$ cat src/common/acc_pkg.sv
// Contract
// RULE_01: With flag-clear enable set in break, clears work and persist after break.
// RULE_02: With flag-clear enable zero in break, accesses leave status flags unchanged.
// RULE_03: A two-step clear begun before a protected break completes after it; the code releases the result lock on any low read, even in the break.
// RULE_04: No hardware trigger; conversions start only by control register writes.
// RULE_05: Every control write aborts and restarts, unless channel code is all ones.
// RULE_06: Done flag is read-only and set by hardware at each conversion end.
// RULE_07: Done flag clears on control write or low result byte read.
// RULE_08: Interrupt enable one raises a request at each conversion end.
// RULE_09: Pending request clears on result read or control write.
// RULE_10: Continuous bit with valid channel runs back-to-back conversions, updating results.
// RULE_11: Continuous stops on reset, stop without async clock, clock write, control write.
// RULE_12: After stop halt, only a fresh control write restarts conversions.
// RULE_13: Control write with continuous and valid channel aborts and starts continuous.
// RULE_14: Software keeps bus clock fast enough relative to converter clock.
// RULE_15: Continuous clear: each valid control write produces exactly one conversion.
// RULE_16: Channel field five bits: 0-5 inputs, 26 bandgap, 29 high, 30 low ref.
// RULE_17: All-ones channel powers off, isolates input, no extra single conversion.
// RULE_18: Converter enters low power by itself after each completed conversion; the code keeps power on between conversions in continuous mode.
// RULE_19: Done flag sets at every conversion end regardless of interrupt enable.
// RULE_20: In 10-bit mode high byte read blocks results until low byte read.
// RULE_21: Unused or reserved channel still converts; its value is undefined.
// RULE_22: Async clock enable one keeps conversions going in stop mode.
// RULE_23: Interrupt request is a level held until a clearing action.
package acc_pkg;
  localparam logic [2:0] ADDR_CTRL = 3'h0;
  localparam logic [2:0] ADDR_RES_HI = 3'h1;
  localparam logic [2:0] ADDR_RES_LO = 3'h2;
  localparam logic [2:0] ADDR_CLK = 3'h3;
  localparam logic [2:0] ADDR_BRK = 3'h4;
  localparam int CTRL_DONE_BIT = 7;
  localparam int CTRL_IEN_BIT = 6;
  localparam int CTRL_CONT_BIT = 5;
  localparam logic [4:0] CHAN_OFF = 5'h1f;
  localparam logic [4:0] CHAN_LAST_EXT = 5'h05;
  localparam logic [4:0] CHAN_BANDGAP = 5'h1a;
  localparam logic [4:0] CHAN_REF_HI = 5'h1d;
  localparam logic [4:0] CHAN_REF_LO = 5'h1e;
  localparam logic [7:0] CTRL_RESET = 8'h1f;
  localparam logic [7:0] CLK_RESET = 8'h00;
  localparam int CLK_MODE10_BIT = 2;
  localparam int BRK_CLEAR_EN_BIT = 7;
  typedef struct packed {
    logic [2:0] addr;
    logic [7:0] wdata;
    logic wr;
    logic rd;
  } acc_bus_t;
endpackage

$ cat src/core/acc_conv_ctrl.sv
`timescale 1ns/1ps
`default_nettype none
module acc_conv_ctrl
(
  input wire logic sys_clk,
  input wire logic arst_n,
  input wire acc_pkg::acc_bus_t bus,
  output logic [7:0] rdata,
  input wire logic break_active,
  input wire logic stop_mode,
  output logic conv_start,
  output logic conv_abort,
  output logic conv_power_on,
  output logic [4:0] channel_select,
  input wire logic conv_finish,
  input wire logic [9:0] conv_value,
  output logic irq
);
  typedef enum logic [1:0] {ACC_IDLE, ACC_BUSY} acc_state_t;
  acc_state_t state_reg;
  logic [7:0] ctrl_reg;
  logic [7:0] clk_reg;
  logic brk_reg;
  logic done_reg;
  logic irq_reg;
  logic lock_reg;
  logic [9:0] result_reg;
  logic ctrl_wr;
  logic clk_wr;
  logic hi_rd;
  logic lo_rd;
  logic clear_ok;
  logic chan_on;
  logic halt;
  // Decode; flag side effects suppressed in a protected break
  always_comb
  begin
    ctrl_wr = bus.wr && bus.addr == acc_pkg::ADDR_CTRL;
    clk_wr = bus.wr && bus.addr == acc_pkg::ADDR_CLK;
    hi_rd = bus.rd && bus.addr == acc_pkg::ADDR_RES_HI;
    lo_rd = bus.rd && bus.addr == acc_pkg::ADDR_RES_LO;
    clear_ok = !break_active || brk_reg; // RULE_01 RULE_02
    chan_on = bus.wdata[4:0] != acc_pkg::CHAN_OFF; // RULE_17
    // Stop without async clock kills work; async clock keeps running
    halt = stop_mode && !clk_reg[acc_pkg::CLK_MODE10_BIT + 4]; // RULE_11 RULE_22
  end
  // Control register; done bit lives separately
  always_ff @(posedge sys_clk or negedge arst_n)
  begin
    if (!arst_n)
      ctrl_reg <= acc_pkg::CTRL_RESET;
    else if (ctrl_wr)
      ctrl_reg <= {1'b0, bus.wdata[6:0]}; // RULE_06
  end
  // Clock register; bit 6 used as async clock enable
  always_ff @(posedge sys_clk or negedge arst_n)
  begin
    if (!arst_n)
      clk_reg <= acc_pkg::CLK_RESET;
    else if (clk_wr)
      clk_reg <= bus.wdata;
  end
  // Break flag-clear enable, default zero
  always_ff @(posedge sys_clk or negedge arst_n)
  begin
    if (!arst_n)
      brk_reg <= 1'b0;
    else if (bus.wr && bus.addr == acc_pkg::ADDR_BRK)
      brk_reg <= bus.wdata[acc_pkg::BRK_CLEAR_EN_BIT];
  end
  // Sequencer: software-only start, abort on every control write
  // No trigger input exists, so only the register path starts work
  always_ff @(posedge sys_clk or negedge arst_n)
  begin
    if (!arst_n)
      state_reg <= ACC_IDLE;
    else if (ctrl_wr)
      state_reg <= chan_on ? ACC_BUSY : ACC_IDLE; // RULE_04 RULE_05 RULE_17
    else if (halt || clk_wr)
      state_reg <= ACC_IDLE; // RULE_11 RULE_12
    else
    begin
      case (state_reg)
        ACC_BUSY:
          if (conv_finish && !ctrl_reg[acc_pkg::CTRL_CONT_BIT])
            state_reg <= ACC_IDLE; // RULE_15 RULE_18
        default:
          state_reg <= ACC_IDLE;
      endcase
    end
  end
  // Start pulse on a control write unless channel is all ones, and again after each finish in continuous mode
  always_ff @(posedge sys_clk or negedge arst_n)
  begin
    if (!arst_n)
    begin
      conv_start <= 1'b0;
      conv_abort <= 1'b0;
    end
    else
    begin
      conv_abort <= ctrl_wr || halt || clk_wr; // RULE_05
      // A control write in the finish cycle overrides the chained start
      conv_start <= (ctrl_wr && chan_on) // RULE_13 RULE_21
        || (state_reg == ACC_BUSY && conv_finish && !halt && !clk_wr
        && !ctrl_wr && ctrl_reg[acc_pkg::CTRL_CONT_BIT]); // RULE_10 RULE_17
    end
  end
  assign conv_power_on = state_reg == ACC_BUSY; // RULE_18
  assign channel_select = ctrl_reg[4:0]; // RULE_16
  // Done flag: set wins over clear
  always_ff @(posedge sys_clk or negedge arst_n)
  begin
    if (!arst_n)
      done_reg <= 1'b0;
    else if (state_reg == ACC_BUSY && conv_finish)
      done_reg <= 1'b1; // RULE_06 RULE_19
    else if ((ctrl_wr || lo_rd) && clear_ok)
      done_reg <= 1'b0; // RULE_07 RULE_01 RULE_02
  end
  // Interrupt level held until cleared
  always_ff @(posedge sys_clk or negedge arst_n)
  begin
    if (!arst_n)
      irq_reg <= 1'b0;
    else if (state_reg == ACC_BUSY && conv_finish
      && ctrl_reg[acc_pkg::CTRL_IEN_BIT])
      irq_reg <= 1'b1; // RULE_08 RULE_23
    else if ((ctrl_wr || lo_rd || hi_rd) && clear_ok)
      irq_reg <= 1'b0; // RULE_09
  end
  assign irq = irq_reg;
  // High read in 10-bit mode locks results; any low read releases the lock, even in a protected break
  always_ff @(posedge sys_clk or negedge arst_n)
  begin
    if (!arst_n)
      lock_reg <= 1'b0;
    else if (lo_rd)
      lock_reg <= 1'b0; // RULE_03
    else if (hi_rd && clk_reg[acc_pkg::CLK_MODE10_BIT])
      lock_reg <= 1'b1; // RULE_20
  end
  // Result capture; finishes while locked are dropped
  always_ff @(posedge sys_clk or negedge arst_n)
  begin
    if (!arst_n)
      result_reg <= 10'h000;
    else if (state_reg == ACC_BUSY && conv_finish && !lock_reg)
      result_reg <= conv_value; // RULE_10 RULE_20
  end
  // Read data one cycle after strobe
  always_ff @(posedge sys_clk or negedge arst_n)
  begin
    if (!arst_n)
      rdata <= 8'h00;
    else if (bus.rd)
    begin
      if (bus.addr == acc_pkg::ADDR_CTRL)
        rdata <= {done_reg, ctrl_reg[6:0]};
      else if (bus.addr == acc_pkg::ADDR_RES_HI)
        rdata <= {6'h00, result_reg[9:8]};
      else if (bus.addr == acc_pkg::ADDR_RES_LO)
        rdata <= result_reg[7:0];
      else if (bus.addr == acc_pkg::ADDR_CLK)
        rdata <= clk_reg;
      else if (bus.addr == acc_pkg::ADDR_BRK)
        rdata <= {brk_reg, 7'h00};
      else
        rdata <= 8'h00;
    end
    else
      rdata <= 8'h00;
  end
endmodule
`default_nettype wire

$ cat config.mk
export PLATFORM = sky130hd
export DESIGN_NAME = acc_conv_ctrl
export DESIGN_NICKNAME = d
export VERILOG_FILES = /design/src/common/acc_pkg.sv /design/src/core/acc_conv_ctrl.sv
export SDC_FILE = /design/constraint.sdc
export NUM_CORES = 1
export LEC_CHECK = 0
export BUFFER_PORTS_ARGS = -buffer_cell sky130_fd_sc_hd__buf_2
export CAP_MARGIN = 5
export CORE_MARGIN = 2
export CORE_UTILIZATION = 40
export CTS_CLUSTER_SIZE = 8
export DETAILED_ROUTE_END_ITERATION = 8
export PLACE_DENSITY = 0.71
export SYNTH_ARGS = -nofsm -noshare
export SYNTH_HDL_FRONTEND = slang
export SYNTH_SLANG_ARGS = --single-unit
$ cat constraint.sdc
create_clock -name sys_clk -period 1.4 [get_ports sys_clk]
set_input_delay 0.07 -clock sys_clk [delete_from_list [all_inputs] [get_ports sys_clk]]
set_output_delay 0.07 -clock sys_clk [all_outputs]
set_load 0.02 [all_outputs]
== Word-level counts from Yosys, hierarchy flattened ==
Index checks and enable logic that the tools add are counted.

* Input bits: 28
* Output and inout bits: 17
* Register bits after elaboration: 41

* Muxes and demuxes: 17
* Reduce and logical (&&, ||, !) cells: 36
* Eq/ne operators: 7

{| class="wikitable"
|+ Operators with widths
! operator !! count
|-
| $mux 8 || 6
|-
| $logic_and 1x1->1 || 18
|-
| $mux 2 || 4
|-
| $logic_not 1->1 || 7
|-
| $logic_or 1x1->1 || 7
|-
| $mux 1 || 7
|-
| $eq 3x2->1 const B || 2
|-
| $reduce_bool 2->1 || 3
|-
| $ne 5x5->1 const B || 1
|-
| $ne 4x1->1 const B || 1
|-
| $eq 3x1->1 const B || 1
|-
| $eq 3x3->1 const B || 1
|-
| $logic_not 3->1 || 1
|-
| $eq 2x1->1 const B || 1
|}

== Logic depth before layout (Yosys ltp) ==
* Depth after elaboration: 8
* Mapped depth: 5
* Depth with buffers taken out: 3

== Least setup slack after synthesis ==
No wires, ideal clock.

* Path type: reg2reg
* Start point: register state_reg[0]
* End point: register result_reg[0]
* Clock period less this slack: 1250 ps
* Data required time: 1275 ps
* Stages on the path, launching flop included: 4
* Arrival time: 1126 ps
* Slack: 150 ps
* Path through: dfrtp_1 nand3b_1 buf_2 mux2_2

* Word-level cells in the longest chain between the ends: 3

{| class="wikitable"
|+ Ends and longest elaborated chain
! item !! line !! text
|-
| start, declared || acc_conv_ctrl.sv:20 || <nowiki>acc_state_t state_reg;</nowiki>
|-
| start signal, assigned || acc_conv_ctrl.sv:78 || <nowiki>state_reg <= chan_on ? ACC_BUSY : ACC_IDLE;</nowiki>
|-
| $eq 2x1->1 || acc_conv_ctrl.sv:148 || <nowiki>else if (state_reg == ACC_BUSY && conv_finish && !lock_reg)</nowiki>
|-
| $logic_and 1x1->1 (2 in series) || acc_conv_ctrl.sv:148 ||
|-
| end signal, assigned || acc_conv_ctrl.sv:149 || <nowiki>result_reg <= conv_value;</nowiki>
|-
| end, declared || acc_conv_ctrl.sv:27 || <nowiki>logic [9:0] result_reg;</nowiki>
|}

No other way between the ends.
A chain may end at the register's enable or synchronous reset.

== Worst setup path after layout ==
* Start point: register brk_reg
* End point: register irq_reg (netlist: irq)

* Word-level cells in the longest chain between the ends: 3

{| class="wikitable"
|+ Ends and longest elaborated chain
! item !! line !! text
|-
| start, declared || acc_conv_ctrl.sv:23 || <nowiki>logic brk_reg;</nowiki>
|-
| start signal, assigned || acc_conv_ctrl.sv:69 || <nowiki>brk_reg <= bus.wdata[acc_pkg::BRK_CLEAR_EN_BIT];</nowiki>
|-
| $logic_or 1x1->1 || acc_conv_ctrl.sv:42 || <nowiki>clear_ok = !break_active || brk_reg;</nowiki>
|-
| $logic_and 1x1->1 || acc_conv_ctrl.sv:129 || <nowiki>else if ((ctrl_wr || lo_rd || hi_rd) && clear_ok)</nowiki>
|-
| $reduce_bool 2->1 (no source line) || n/a ||
|-
| end signal, assigned || acc_conv_ctrl.sv:125 || <nowiki>irq_reg <= 1'b0;</nowiki>
|-
| end signal, assigned || acc_conv_ctrl.sv:128 || <nowiki>irq_reg <= 1'b1;</nowiki>
|-
| end signal, assigned || acc_conv_ctrl.sv:130 || <nowiki>irq_reg <= 1'b0;</nowiki>
|-
| end, declared || acc_conv_ctrl.sv:25 || <nowiki>logic irq_reg;</nowiki>
|}

No other way between the ends.

==> results_dict.tcl <==
set metrics [dict create \
    irDropWorstVdd_v 0.000467 \
    antenna_found_initial 0 \
    whs_ps 4.72 \
    hp-class "in -> reg" \
    drcViolationCount 0 \
    ys_seq_elements 40 \
    grt_usage_pct 15.4 \
    synth_area_mm2 0.00182 \
    rsz0062_at_grt "false" \
    overflow 0 \
    route.vias.total 1246 \
    fmax_ghz 0.796 \
    worst_slew_pin_slew_ps 420 \
    fin_nets 219 \
    syn_nets 166 \
    setup_viol 0 \
    fillCellCount 386 \
    detailedPlace.worstSlack_ps 144 \
    die_w_um 71.4 \
    ctsHtreeMaxLevel 2 \
    arrival_ps 1440 \
    worstPathRequired_ps 1590 \
    clk_pin_slew_worst_paths_ps 70 \
    critPathTopFamily "simple AND/OR/NAND/NOR gates" \
    start_util_pct 41.7 \
    io_pins 45 \
    core.rowCount 24 \
    critPathLaunchType "flop" \
    power_leakage_nw 1.10 \
    dpl.hpwl_um 2710 \
    cts.repair.resized 0 \
    cts_hold_buf 1 \
    post-cts-setup-buffers 0 \
    slew-limit-headroom_pct 71.9 \
    layout_common_cells "44 x buf_2, 35 x dfrtp_1, 31 x mux2_2" \
    cts_tree "done" \
    worst_slack_ps 144 \
    grt_pass1_wl_um 5960 \
    syn2layout_area_growth_pct 24.8 \
    maxCapViolCount 0 \
    detail-route-antenna-nets 0 \
    core-area_mm2 0.00435 \
    yosysSeqAreaShare_pct 55.4 \
    fin_setup_tns_ps 0 \
    clockBufferDepth 2 \
    place.gp.congestion 0.796 \
    cp_slowest_cell "or4_1" \
    diodes 0 \
    power_density_mw_per_mm2 1400 \
    critical-path-max-stage-delay_ps 500 \
    cts_sinks 40 \
    dieArea_mm2 0.00510 \
    ys_types 36 \
    drt-total-wl_um 3590 \
    drv_slew 0 \
    port_buffers 44 \
    via_per_inst 5.11 \
    finalHoldViolations 0 \
    finalPower_mw 3.18 \
    cts_buffers 5 \
    fin_crit_sh_pct 89.7 \
    avgSynthCellArea_um2 13.2 \
    critPathMaxFanout 3 \
    grt_pass1_vias 1213 \
    largest_register_ff_count 10 \
    wire_per_inst_um 14.7 \
    drtIter0Drc 73 \
    synth.yosys.warnings 0 \
    finalCriticalPeriod_ps 1260 \
    multi_input_area_um2 712 \
    die_h_um 71.4 \
    grt_max_degree 26 \
    drive_gt1_share_pct 53.6 \
    critical_path.cell_chain "nor2b_1, or4_1, a32o_1" \
    worst-path-buf-inv 0 \
    syn_inst 138 \
    outcome "finished, final reports clean" \
    firstDrtPassIters 4 \
    final_common_cell "buf_2" \
    regArea_mm2 0.00101 \
    worst_setup_path_end_kind "flop" \
    critical_path_class "reg -> reg" \
    skew_ps 4.58 \
    clk_latency_ps 290 \
    cts_root_buf "clkbuf_8" \
]
==> logic make-up after synthesis <==
logic type,after synthesis,synth area share (%)
buffers and inverters,16,5.37
multiplexers,34,21.8
AO/OA/AOI/OAI,20,7.58
AND/OR/NAND/NOR,27,9.37
XOR/XNOR,1,0.482
flip-flops,40,55.4
==> where the power goes <==
| group | switching [mW] | internal (mW) | total, mW |
|---|---|---|---|
| sequential | 0.135 | 1.41 | 1.55 |
| clock | 0.382 | 0.628 | 1.01 |
| combinational | 0.284 | 0.342 | 0.626 |
==> cell type report <==
| type | count | area share [%] |
|---|---|---|
| multi-input combinational | 82 | 31.4 |
| timing repair buffer | 57 | 14.9 |
| tap | 52 | 2.87 |
| clock buffer | 7 | 4.25 |
| sequential | 40 | 44.4 |
| clock inverter | 1 | 1.32 |
| inverter | 5 | 0.828 |
==> per-stage QoR <==
| stage | instance area, um2 | utilization [%] | std cells |
|---|---|---|---|
| 2_1_floorplan | 1820 | - | 138 |
| 3_3_place_gp | 2110 | 48.5 | 233 |
| 3_5_place_dp | 2110 | 48.5 | 233 |
| 4_1_cts | 2250 | 51.6 | 242 |
| 5_1_grt | 2270 | 52.1 | 244 |
| 6_report | 2270 | 52.1 | 244 |
==> final timing paths <==
kind,cells after the start,from,slack [ps],end
min in group asynchronous,2,arst_n,230,result_reg[1]$_DFFE_PN0P_
worst min-delay path,2,conv_value[9],5,result_reg[9]$_DFFE_PN0P_
worst max register to register,3,brk_reg$_DFFE_PN0P_,140,irq$_DFFE_PN0P_
worst min register to register,1,result_reg[3]$_DFFE_PN0P_,500,result_reg[3]$_DFFE_PN0P_
worst max-delay path,3,brk_reg$_DFFE_PN0P_,140,irq$_DFFE_PN0P_
max in group asynchronous,3,arst_n,650,ctrl_reg[3]$_DFFE_PN1P_
==> synth_stat cells <==
cell	instances	area (um2)
dfrtp_1	35	876
nor2_1	6	22.5
o21a_1	1	7.51
nand2b_1	1	6.26
o211ai_1	1	7.51
or4_1	1	7.51
a21oi_1	2	10.0
inv_1	4	15.0
nand3b_1	3	22.5
o41a_1	1	11.3
buf_2	3	15.0
nor4b_4	1	23.8
mux2i_1	2	20.0
a31oi_1	1	6.26
or3b_2	1	8.76
nand2_1	4	15.0
o32ai_1	1	8.76
a22o_1	1	8.76
inv_2	1	3.75
and3_1	1	6.26
clkbuf_1	1	3.75
a32o_1	1	10.0
buf_6	2	22.5
mux2_2	31	349
nand3b_2	1	11.3
nand3_1	3	15.0
nor3_1	1	5.00
o21ai_0	6	30.0
nor2b_1	2	12.5
mux4_1	1	26.3
a22oi_1	5	37.5
and2_2	1	7.51
xor2_1	1	8.76
dfstp_2	5	131
and2_1	1	6.26
buf_4	5	37.5
==> layer usage <==
metal | vias to the layer above | track usage (%) | routed length [um] | part of all wire [%]
li1 | 598 | - | - | -
met1 | 605 | 21.1 | 1640 | 46
met2 | 37 | 22.2 | 1680 | 47
met3 | 6 | 4.92 | 203 | 5.7
met4 | 0 | 6.92 | 68 | 1.9
met5 | - | 0 | 0 | 0
Power figures use the tool's default switching activity.
